### config.mk
export PLATFORM = sky130hd
export DESIGN_NAME = mfx_exec
export DESIGN_NICKNAME = d
export VERILOG_FILES = /design/src/common/mfx_pkg.sv /design/src/mfx_exec.sv
export SDC_FILE = /design/constraint.sdc
export NUM_CORES = 2
export LEC_CHECK = 0
export BUFFER_PORTS_ARGS = -buffer_cell sky130_fd_sc_hd__clkbuf_2
export CAP_MARGIN = 20
export CORE_ASPECT_RATIO = 1.1
export CORE_MARGIN = 4
export CORE_UTILIZATION = 40
export DETAILED_ROUTE_END_ITERATION = 16
export PLACE_DENSITY_LB_ADDON = 0.12
export SLEW_MARGIN = 20
export SYNTH_ARGS = -nofsm -noshare
export SYNTH_HDL_FRONTEND = slang
export SYNTH_SLANG_ARGS = --single-unit
export TNS_END_PERCENT = 30
### constraint.sdc
create_clock -name CORE_CLK -period 8.5 [get_ports CORE_CLK]
set_input_delay 0.85 -clock CORE_CLK [delete_from_list [all_inputs] [get_ports CORE_CLK]]
set_output_delay 0.85 -clock CORE_CLK [all_outputs]
set_load 0.02 [all_outputs]
### src/common/mfx_pkg.sv
// mfx_pkg: encodings, status bit positions and constants for the
// multifunction instruction decode and execute block.
// assumes 24-bit instruction words and 16-bit data registers.
package mfx_pkg;
  // ==========================================================
  // opcode match patterns
  localparam logic [4:0] OP_ALU_DM = 5'h0C; // 0,1,1,G,0 with G=0
  localparam logic [4:0] OP_ALU_DM_MSK = 5'h1D;
  localparam logic [4:0] OP_ALU_PM = 5'h0A;
  localparam logic [6:0] OP_SH_DM = 7'h09; // 0001001, G follows
  localparam logic [8:0] OP_SH_PM = 9'h022;
  localparam logic [4:0] OP_ALU_RR = 5'h05; // 00101
  localparam logic [8:0] OP_SH_RR = 9'h020;
  // ==========================================================
  // status bit positions
  localparam int ST_AZ = 0;
  localparam int ST_AN = 1;
  localparam int ST_AV = 2;
  localparam int ST_AC = 3;
  localparam int ST_AS = 4;
  localparam int ST_MV = 6;
  localparam int ST_SS = 7;
  localparam logic [7:0] ST_RESET = 8'h00;
  // ==========================================================
  // function field codes
  localparam logic [4:0] AMF_ABS = 5'h1F;
  localparam logic [3:0] SF_EXP = 4'hC;
  localparam int NREG = 16;
  typedef enum logic [1:0] {
    MFX_NONE = 2'h0, MFX_ALU = 2'h1, MFX_MAC = 2'h3, MFX_SHF = 2'h2
  } mfx_unit_t;
endpackage

### src/mfx_exec.sv
// mfx_exec: decodes and executes multifunction instructions in one cycle.
// assumes an instruction word arrives each cycle from program memory and
// memory read data is valid in the same cycle as the address.
//
// Contract
// RQ1: sources sampled at cycle start, all destinations written at cycle end
// RQ2: a register used as source and destination gives old value, new at end
// RQ3: program never names one register as destination of both clauses
// RQ4: computation is unconditional; no condition field is decoded
// RQ5: no immediate shifts or divide steps appear in these forms
// RQ6: behaviour depends only on encoded fields, not clause order
// RQ7: register move copies source into destination right-justified
// RQ8: bits 23:19 = 0,1,1,G,0 decode ALU/MAC with data memory read
// RQ9: bits 23:19 = 01010 decode ALU/MAC with program memory read
// RQ10: bits 23:17 = 0001001, bit 15 zero decode shift with data read
// RQ11: bits 23:15 = 000100010 decode shift with program memory read
// RQ12: status updates match the equivalent single-function operation
// RQ13: ALU updates status bits 4..0 only
// RQ14: shifter changes only bit 7, and only for exponent derive
// RQ15: MAC changes only bit 6, set on overflow of low 32 bits
// RQ16: with latch mode, ALU overflow flag holds until written zero
// RQ17: every form completes in one cycle with no stall
`timescale 1ns/1ps
module mfx_exec
  import mfx_pkg::*;
#(
  parameter int DW = 16
) (
  // clock and reset
  input wire logic CORE_CLK,
  input wire logic SRST,
  // instruction word
  input wire logic [23:0] INSTR,
  input wire logic INSTR_VALID,
  // memory access via address generators
  output logic MEM_RD,
  output logic MEM_PM,
  output logic MEM_DAG,
  output logic [1:0] MEM_IDX,
  output logic [1:0] MEM_MOD,
  input wire logic [DW-1:0] MEM_RDATA,
  // mode and status access
  input wire logic OVERFLOW_LATCH_MODE,
  input wire logic STAT_WE,
  input wire logic [7:0] STAT_WDATA,
  output logic [7:0] ARITH_STATUS_FLAGS,
  // register file observation
  input wire logic [3:0] REG_SEL,
  output logic [DW-1:0] REG_RDATA,
  output logic [DW-1:0] RESULT
);
  // ==========================================================
  // decode
  wire is_alu_dm = ((INSTR[23:19] & OP_ALU_DM_MSK) == OP_ALU_DM); // RQ8
  wire is_alu_pm = (INSTR[23:19] == OP_ALU_PM); // RQ9
  wire is_sh_dm = (INSTR[23:17] == OP_SH_DM) && !INSTR[15]; // RQ10
  wire is_sh_pm = (INSTR[23:15] == OP_SH_PM); // RQ11
  wire is_alu_rr = (INSTR[23:19] == OP_ALU_RR);
  wire is_sh_rr = (INSTR[23:15] == OP_SH_RR);
  wire is_alu = is_alu_dm | is_alu_pm | is_alu_rr;
  wire is_sh = is_sh_dm | is_sh_pm | is_sh_rr;
  wire is_rd = is_alu_dm | is_alu_pm | is_sh_dm | is_sh_pm;
  wire is_rr = is_alu_rr | is_sh_rr;
  wire go = INSTR_VALID & (is_alu | is_sh); // RQ4 RQ17
  // alu/mac function: codes with bit 4 clear go to the multiplier
  wire [4:0] alu_mac_function_field = INSTR[17:13];
  wire [3:0] sf = INSTR[14:11];
  wire is_mac = is_alu & !alu_mac_function_field[4];
  wire [2:0] xop = INSTR[10:8];
  wire [1:0] yop = INSTR[12:11];
  wire [3:0] dreg = INSTR[7:4];
  wire [3:0] sreg = INSTR[3:0];
  mfx_unit_t unit;
  assign unit = !go ? MFX_NONE : is_sh ? MFX_SHF : is_mac ? MFX_MAC
              : MFX_ALU;
  // address generator selection
  assign MEM_RD = go & is_rd;
  assign MEM_PM = is_alu_pm | is_sh_pm;
  assign MEM_DAG = is_alu_dm ? INSTR[20] : is_sh_dm ? INSTR[16]
                 : MEM_PM;
  assign MEM_IDX = INSTR[3:2];
  assign MEM_MOD = INSTR[1:0];
  // ==========================================================
  // register file, read at cycle start, written at the edge
  logic [DW-1:0] rf_r [NREG];
  logic [31:0] mr_r;
  logic [7:0] stat_r;
  wire [DW-1:0] xv = rf_r[{1'b0, xop}]; // RQ1 RQ2
  wire [DW-1:0] yv = rf_r[{2'b10, yop}];
  // alu path: add or subtract, abs when selected
  wire [DW:0] sum = alu_mac_function_field[0] ? {1'b0, xv} - {1'b0, yv}
                           : {1'b0, xv} + {1'b0, yv};
  wire [DW-1:0] absv = xv[DW-1] ? DW'(-xv) : xv;
  wire use_abs = (alu_mac_function_field == AMF_ABS);
  wire [DW-1:0] alu_res = use_abs ? absv : sum[DW-1:0];
  wire alu_ov = use_abs ? (xv == {1'b1, {(DW-1){1'b0}}})
              : (alu_mac_function_field[0] ? (xv[DW-1] != yv[DW-1])
                        : (xv[DW-1] == yv[DW-1]))
                && (sum[DW-1] != xv[DW-1]);
  // mac path: accumulate signed product into a 32-bit result
  wire signed [31:0] prod = $signed(xv) * $signed(yv);
  wire signed [32:0] acc = $signed({mr_r[31], mr_r}) + 33'(prod);
  wire mac_ov = acc[32] != acc[31];
  // shifter: exponent derive counts redundant sign bits
  logic [DW-1:0] expv;
  logic exp_hit;
  // the hit flag freezes the count at the first bit unlike the sign,
  // since a count of zero is itself a valid answer
  always_comb begin
    expv = '0;
    exp_hit = 1'b0;
    for (int i = DW - 2; i >= 0; i--) begin
      if (xv[i] != xv[DW-1] && !exp_hit) begin
        expv = DW'(DW - 2 - i);
        exp_hit = 1'b1;
      end
    end
  end
  wire [DW-1:0] sh_res = (sf == SF_EXP) ? expv : DW'(xv << sf[1:0]);
  // ==========================================================
  // status next value
  logic [7:0] st_nxt;
  always_comb begin
    st_nxt = STAT_WE ? STAT_WDATA : stat_r;
    case (unit)
      MFX_ALU: begin // RQ12 RQ13
        st_nxt[ST_AZ] = (alu_res == '0);
        st_nxt[ST_AN] = alu_res[DW-1];
        st_nxt[ST_AV] = alu_ov | (OVERFLOW_LATCH_MODE & stat_r[ST_AV]
                        & !(STAT_WE & !STAT_WDATA[ST_AV])); // RQ16
        st_nxt[ST_AC] = use_abs ? 1'b0 : sum[DW];
        if (use_abs) begin
          st_nxt[ST_AS] = xv[DW-1];
        end
      end
      MFX_MAC: st_nxt[ST_MV] = mac_ov; // RQ15
      MFX_SHF: begin
        if (sf == SF_EXP) begin
          st_nxt[ST_SS] = xv[DW-1]; // RQ14
        end
      end
      default: ;
    endcase
  end
  // ==========================================================
  // destination writes, both at the same edge
  wire [DW-1:0] cres = is_sh ? sh_res : alu_res;
  wire [3:0] cdst = INSTR[18] ? 4'hD : 4'hC;
  wire [DW-1:0] xfer = is_rr ? rf_r[sreg] : MEM_RDATA; // RQ7 RQ6
  always_ff @(posedge CORE_CLK) begin
    if (SRST) begin
      stat_r <= ST_RESET;
      mr_r <= '0;
      RESULT <= '0;
      for (int i = 0; i < NREG; i++) begin
        rf_r[i] <= '0;
      end
    end else begin
      stat_r <= st_nxt;
      if (go) begin
        if (is_mac) begin
          mr_r <= acc[31:0];
        end else begin
          rf_r[cdst] <= cres; // RQ1
        end
        RESULT <= is_mac ? acc[DW-1:0] : cres;
        rf_r[dreg] <= xfer; // RQ2 RQ3
      end
    end
  end
  assign ARITH_STATUS_FLAGS = stat_r;
  assign REG_RDATA = rf_r[REG_SEL];
  // ==========================================================
  // checks
  chk_alu_keeps_upper: assert property (@(posedge CORE_CLK) // RQ13
    disable iff (SRST) (unit == MFX_ALU && !STAT_WE) |=>
    stat_r[7:5] == $past(stat_r[7:5]))
    else $error("alu changed upper status bits");
  chk_mac_only_mv: assert property (@(posedge CORE_CLK) // RQ15
    disable iff (SRST) (unit == MFX_MAC && !STAT_WE) |=>
    stat_r[ST_MV] == $past(mac_ov)
    && {stat_r[7], stat_r[5:0]} == $past({stat_r[7], stat_r[5:0]}))
    else $error("mac status update wrong");
  chk_shift_ss_only: assert property (@(posedge CORE_CLK) // RQ14
    disable iff (SRST) (unit == MFX_SHF && !STAT_WE) |=>
    stat_r[6:0] == $past(stat_r[6:0]))
    else $error("shift touched other status bits");
  chk_overflow_latch_mode: assert property (@(posedge CORE_CLK) // RQ16
    disable iff (SRST)
    (OVERFLOW_LATCH_MODE && stat_r[ST_AV] && !STAT_WE) |=> stat_r[ST_AV])
    else $error("latched overflow lost");
  chk_move_value: assert property (@(posedge CORE_CLK) // RQ7
    disable iff (SRST) (go && is_rr && dreg != cdst) |=>
    rf_r[$past(dreg)] == $past(rf_r[sreg]))
    else $error("register move value wrong");
  chk_old_source: assert property (@(posedge CORE_CLK) // RQ2
    disable iff (SRST) (go && !is_mac && MEM_RD && dreg != cdst) |=>
    rf_r[$past(cdst)] == $past(cres))
    else $error("computation did not use old value");
  chk_dm_decode: assert property (@(posedge CORE_CLK) // RQ8
    disable iff (SRST) (INSTR_VALID && INSTR[23:19] == 5'h0E) |->
    MEM_RD && !MEM_PM && MEM_DAG)
    else $error("data read decode wrong");
  chk_pm_decode: assert property (@(posedge CORE_CLK) // RQ9 RQ11
    disable iff (SRST) (INSTR_VALID && (INSTR[23:19] == 5'h0A
    || INSTR[23:15] == 9'h022)) |-> MEM_RD && MEM_PM)
    else $error("program read decode wrong");
  chk_sh_dm: assert property (@(posedge CORE_CLK) // RQ10
    disable iff (SRST) (INSTR_VALID && INSTR[23:17] == 7'h09
    && !INSTR[15]) |-> MEM_RD && !MEM_PM && MEM_DAG == INSTR[16])
    else $error("shift data read decode wrong");
  // a read lands in its destination at the same edge as the computation
  chk_read_lands: assert property (@(posedge CORE_CLK) // RQ1
    disable iff (SRST) (MEM_RD && dreg != cdst) |=>
    rf_r[$past(dreg)] == $past(MEM_RDATA))
    else $error("memory word not written to destination");
  chk_idle_quiet: assert property (@(posedge CORE_CLK) // RQ17
    disable iff (SRST) (!go && !STAT_WE) |=>
    stat_r == $past(stat_r))
    else $error("status moved with no instruction");
  chk_result_reg: assert property (@(posedge CORE_CLK) // RQ8
    disable iff (SRST) (go && !is_mac && !is_sh && dreg != cdst) |=>
    rf_r[$past(INSTR[18]) ? 4'hD : 4'hC] == RESULT)
    else $error("result register select wrong");
endmodule

==> impl_metrics.env <==
export IMPL_outcome="completed"
export IMPL_htree_num_levels=2
export IMPL_number_of_synthesized_register_bits=312
export IMPL_timing_critical_path_arrival_ps=8580
export IMPL_timing_hold_worst_endpoint="RESULT[5]"
export IMPL_critical_path_top_delay_family="adder cells"
export IMPL_worst_r2r_endpoint="ARITH_STATUS_FLAGS[6]"
export IMPL_detail_route_wl_per_cell_um=26.4
export IMPL_detailed_router_iteration_count_before_antenna_repair=5
export IMPL_vdd_ir_drop_max_mv=0.553
export IMPL_required_ps=8960
export IMPL_highest_fanout_seen_on_the_critical_path=12
export IMPL_place_gp_congestion=0.934
export IMPL_die_area_mm2=0.0804
export IMPL_cp_slowest_cell="sky130_fd_sc_hd__mux4_2"
export IMPL_final_util_pct=45.1
export IMPL_power_density_mw_per_mm2=423
export IMPL_detailedPlacementHpwl_mm=78.1
export IMPL_routed_via_count=22800
export IMPL_netlist_area_mm2=0.0304
export IMPL_top_usage_layer="met2"
export IMPL_grt_pass1_wl_mm=157
export IMPL_final_cell_mix="sky130_fd_sc_hd__nor2_1 (434), sky130_fd_sc_hd__inv_1 (387), sky130_fd_sc_hd__fa_1 (299), sky130_fd_sc_hd__nand2_1 (274), sky130_fd_sc_hd__edfxtp_1 (256)"
export IMPL_worstSetupStartpointType="primary input"
export IMPL_unrepaired_setup_endpoints_after_global_routing="no"
export IMPL_synthesis_instances=2847
export IMPL_grt_antenna_before_repair=1
export IMPL_drt_drc_violations_left=0
export IMPL_hold_buffers=0
export IMPL_grt_overflow_total=0
export IMPL_fraction_of_the_yosys_area_taken_by_sequential_cells_pct=29.0
export IMPL_route_detailed_vias_per_inst=5.78
export IMPL_clock_tree_buffer_depth=3
export IMPL_post_route_cells_drive_above_1_share_pct=18.9
export IMPL_numPortBuffers=103
export IMPL_max_slew_margin_pct=18.7
export IMPL_use_met3_pct=5.05
export IMPL_numClockSinks=312
export IMPL_post_synth_num_cell_types=90
export IMPL_ys_flop_type="sky130_fd_sc_hd__edfxtp_1"
export IMPL_worstPathBufferInverterCount=9
export IMPL_grt_use_total_pct=25.9
export IMPL_worst_case_clock_skew_ps=50.6
export IMPL_insertedDiodeCount=0
export IMPL_post_route_min_period_ps=8110
export IMPL_fp_dieW_um=271
export IMPL_area_delta_synth_final_pct=11.2
export IMPL_largest_net_degree_at_the_start_of_global_routing=65
export IMPL_min_path_cells=2
export IMPL_cts_buffers=39
export IMPL_max_freq_ghz=0.123
export IMPL_max_slew_worst_pin_slew_ps=1220
export IMPL_worstSetupPathType="primary input to flip-flop"
export IMPL_cts_root_buffer_cell="sky130_fd_sc_hd__clkbuf_16"
export IMPL_detail_route_iter0_violations=2035
export IMPL_postRouteWirelength_mm=104
export IMPL_post_route_clock_period_utilization_pct=95.4
export IMPL_clkSlewWorstSetupHoldPaths_ps=60
export IMPL_core_mm2=0.0749
export IMPL_first_global_vias=24200
export IMPL_report_power_total_w=0.0143
export IMPL_synth_net_count=3326
export IMPL_timing_max_transition_violations_final=0
export IMPL_worstHoldPathType="flip-flop to flip-flop"
export IMPL_r2r_cells=27
export IMPL_worstSkewPairLatency_ps=600
export IMPL_asyncSetResetFlopFracSynth_pct=0
export IMPL_synth_enable_flop_cells=256
export IMPL_crit_path_frequent_cell="sky130_fd_sc_hd__fa_1"
export IMPL_reg2reg_slack_ps=670
export IMPL_startpoint_of_the_worst_hold_path="RESULT[5]"
export IMPL_post_synth_cell_area_avg_um2=10.7
export IMPL_finalSetupViolations=0
export IMPL_initial_core_utilization_pct=40.5
export IMPL_critical_path_s_largest_stage_delay_ps=550
export IMPL_placementRows=105
export IMPL_route_antenna_remaining_nets=0
export IMPL_setup_total_negative_slack_ps=0
export IMPL_stdcell_area_mm2=0.0337
export IMPL_synthesis_yosys_warnings=0
export IMPL_groute_layer_met1_usage_pct=33.0
export IMPL_final_hold_violation_count=0
export IMPL_cts_post_setup_buffers_inserted=0
export IMPL_clock_tree_from_tritoncts="built"
export IMPL_final_nets=3432
export IMPL_floorplan_io_pins=104
export IMPL_finalHoldWorstSlack_ps=452
export IMPL_regToRegStartpoint="rf_r[4][15]"
export IMPL_timing_max_cap_violations=0
export IMPL_detailed_place_area_mm2=0.0325
export IMPL_die_height_um=297
export IMPL_layout_cells_most_common="sky130_fd_sc_hd__nor2_1"
export IMPL_static_leakage_power_nw=14.4
export IMPL_timing_critical_path_to_type="flip-flop"
export IMPL_grt_use_met2_pct=44.3
[cells by family (layout without fill, tap and decap cells)]
kind of cell / Yosys count / count (layout) / synth area share [%]
simple gates: 848 / 848 / 11.8
buf+inv: 581 / 715 / 7.47
fa+ha+maj: 422 / 422 / 24.8
compound gates: 335 / 335 / 7.21
flops: 312 / 312 / 29.0
mux: 271 / 271 / 17.4
xor+xnor: 78 / 78 / 2.30
[metrics by stage]
stage               instances  setup slack, ps
detailed placement       3873             -271
global route             3944             23.7
global placement         3873             -140
floorplan                2847             20.7
CTS                      3942              357
finish                   3944              387
[cell usage after synthesis (5+ instances only)]
cell type	instances	area (µm²)
sky130_fd_sc_hd__a22oi_1	6	45.0
sky130_fd_sc_hd__nor4_1	5	31.3
sky130_fd_sc_hd__buf_1	33	124
sky130_fd_sc_hd__inv_2	5	18.8
sky130_fd_sc_hd__a31oi_1	17	106
sky130_fd_sc_hd__o22ai_1	36	225
sky130_fd_sc_hd__o21ai_0	55	275
sky130_fd_sc_hd__o21a_1	12	90.1
sky130_fd_sc_hd__mux4_2	199	4480
sky130_fd_sc_hd__clkbuf_1	122	458
sky130_fd_sc_hd__or3_1	7	43.8
sky130_fd_sc_hd__buf_4	5	37.5
sky130_fd_sc_hd__o21bai_1	7	52.6
sky130_fd_sc_hd__a21o_1	10	75.1
sky130_fd_sc_hd__and3_1	9	56.3
sky130_fd_sc_hd__and2_1	10	62.6
sky130_fd_sc_hd__nor3_1	24	120
sky130_fd_sc_hd__nor2b_1	13	81.3
sky130_fd_sc_hd__nand2_1	277	1040
sky130_fd_sc_hd__nand3_1	17	85.1
sky130_fd_sc_hd__mux2_2	10	113
sky130_fd_sc_hd__xor2_1	14	123
sky130_fd_sc_hd__a311oi_1	5	43.8
sky130_fd_sc_hd__ha_1	122	1530
sky130_fd_sc_hd__xnor2_1	63	552
sky130_fd_sc_hd__dfxtp_1	56	1120
sky130_fd_sc_hd__inv_1	387	1450
sky130_fd_sc_hd__buf_2	23	115
sky130_fd_sc_hd__o21ai_1	15	75.1
sky130_fd_sc_hd__a211oi_1	19	143
sky130_fd_sc_hd__nand4_1	8	50.1
sky130_fd_sc_hd__mux2i_1	54	541
sky130_fd_sc_hd__fa_1	300	6010
sky130_fd_sc_hd__nor2_1	435	1630
sky130_fd_sc_hd__edfxtp_1	256	7690
sky130_fd_sc_hd__nand2b_1	16	100
sky130_fd_sc_hd__a21oi_1	93	465
sky130_fd_sc_hd__o211ai_1	7	52.6
[state kept, by name, indices dropped and copies added, names as in the netlist]
name,flops
ARITH_STATUS_FLAGS,8
mr_r,32
rf_r,256
RESULT,16
[worst max path at each step]
stage              from                     to  depth (start not counted)
3_5_place_dp   INSTR[8]  ARITH_STATUS_FLAGS[6]                         29
6_report       INSTR[8]  ARITH_STATUS_FLAGS[6]                         29
2_1_floorplan  INSTR[8]  ARITH_STATUS_FLAGS[6]                         30
5_1_grt        INSTR[8]  ARITH_STATUS_FLAGS[6]                         29
3_3_place_gp   INSTR[8]  ARITH_STATUS_FLAGS[6]                         29
4_1_cts        INSTR[8]  ARITH_STATUS_FLAGS[6]                         29
[power breakdown]
group	switching, W	internal, W	leakage, nW	total, W
Combinational	0.00633	0.00460	10.8	0.0109
Clock	0.000712	0.000884	0.570	0.00160
Sequential	0.0000457	0.00171	3.05	0.00176
Total	0.00709	0.00720	14.4	0.0143
[cell type report]
cell class / count / area (µm²)
clock inverter: 18 / 161
tap: 963 / 1200
sequential: 312 / 8810
multi-input combinational: 1954 / 19300
fill: 7140 / 41100
clock buffer: 51 / 1020
timing repair buffer: 252 / 1750
inverter: 394 / 1480
[metal layers]
metal	wire length (µm)	vias to the layer above	share of wire [%]
met5	0	-	0
met4	3950	0	3.8
met3	8310	221	8.0
met2	51300	985	49
met1	40700	11600	39
li1	-	9924	-
[worst register-to-register path, delay by kind of cell, from the launching register on]
kind / cells / cell delay (ps)
multiplexers: 2 / 690
AO/OA/AOI/OAI: 4 / 1260
adder cells (fa/ha/maj): 7 / 3390
XOR/XNOR: 1 / 180
AND/OR/NAND/NOR: 5 / 910
buffers and inverters: 8 / 840
flip-flops: 1 / 440
[what timing repair did]
item	in CTS	in global routing
endpoints found under the setup margin	0	1
endpoints found under the hold margin	0	0
gates resized for setup	0	4
Power figures use the tool's default switching activity.
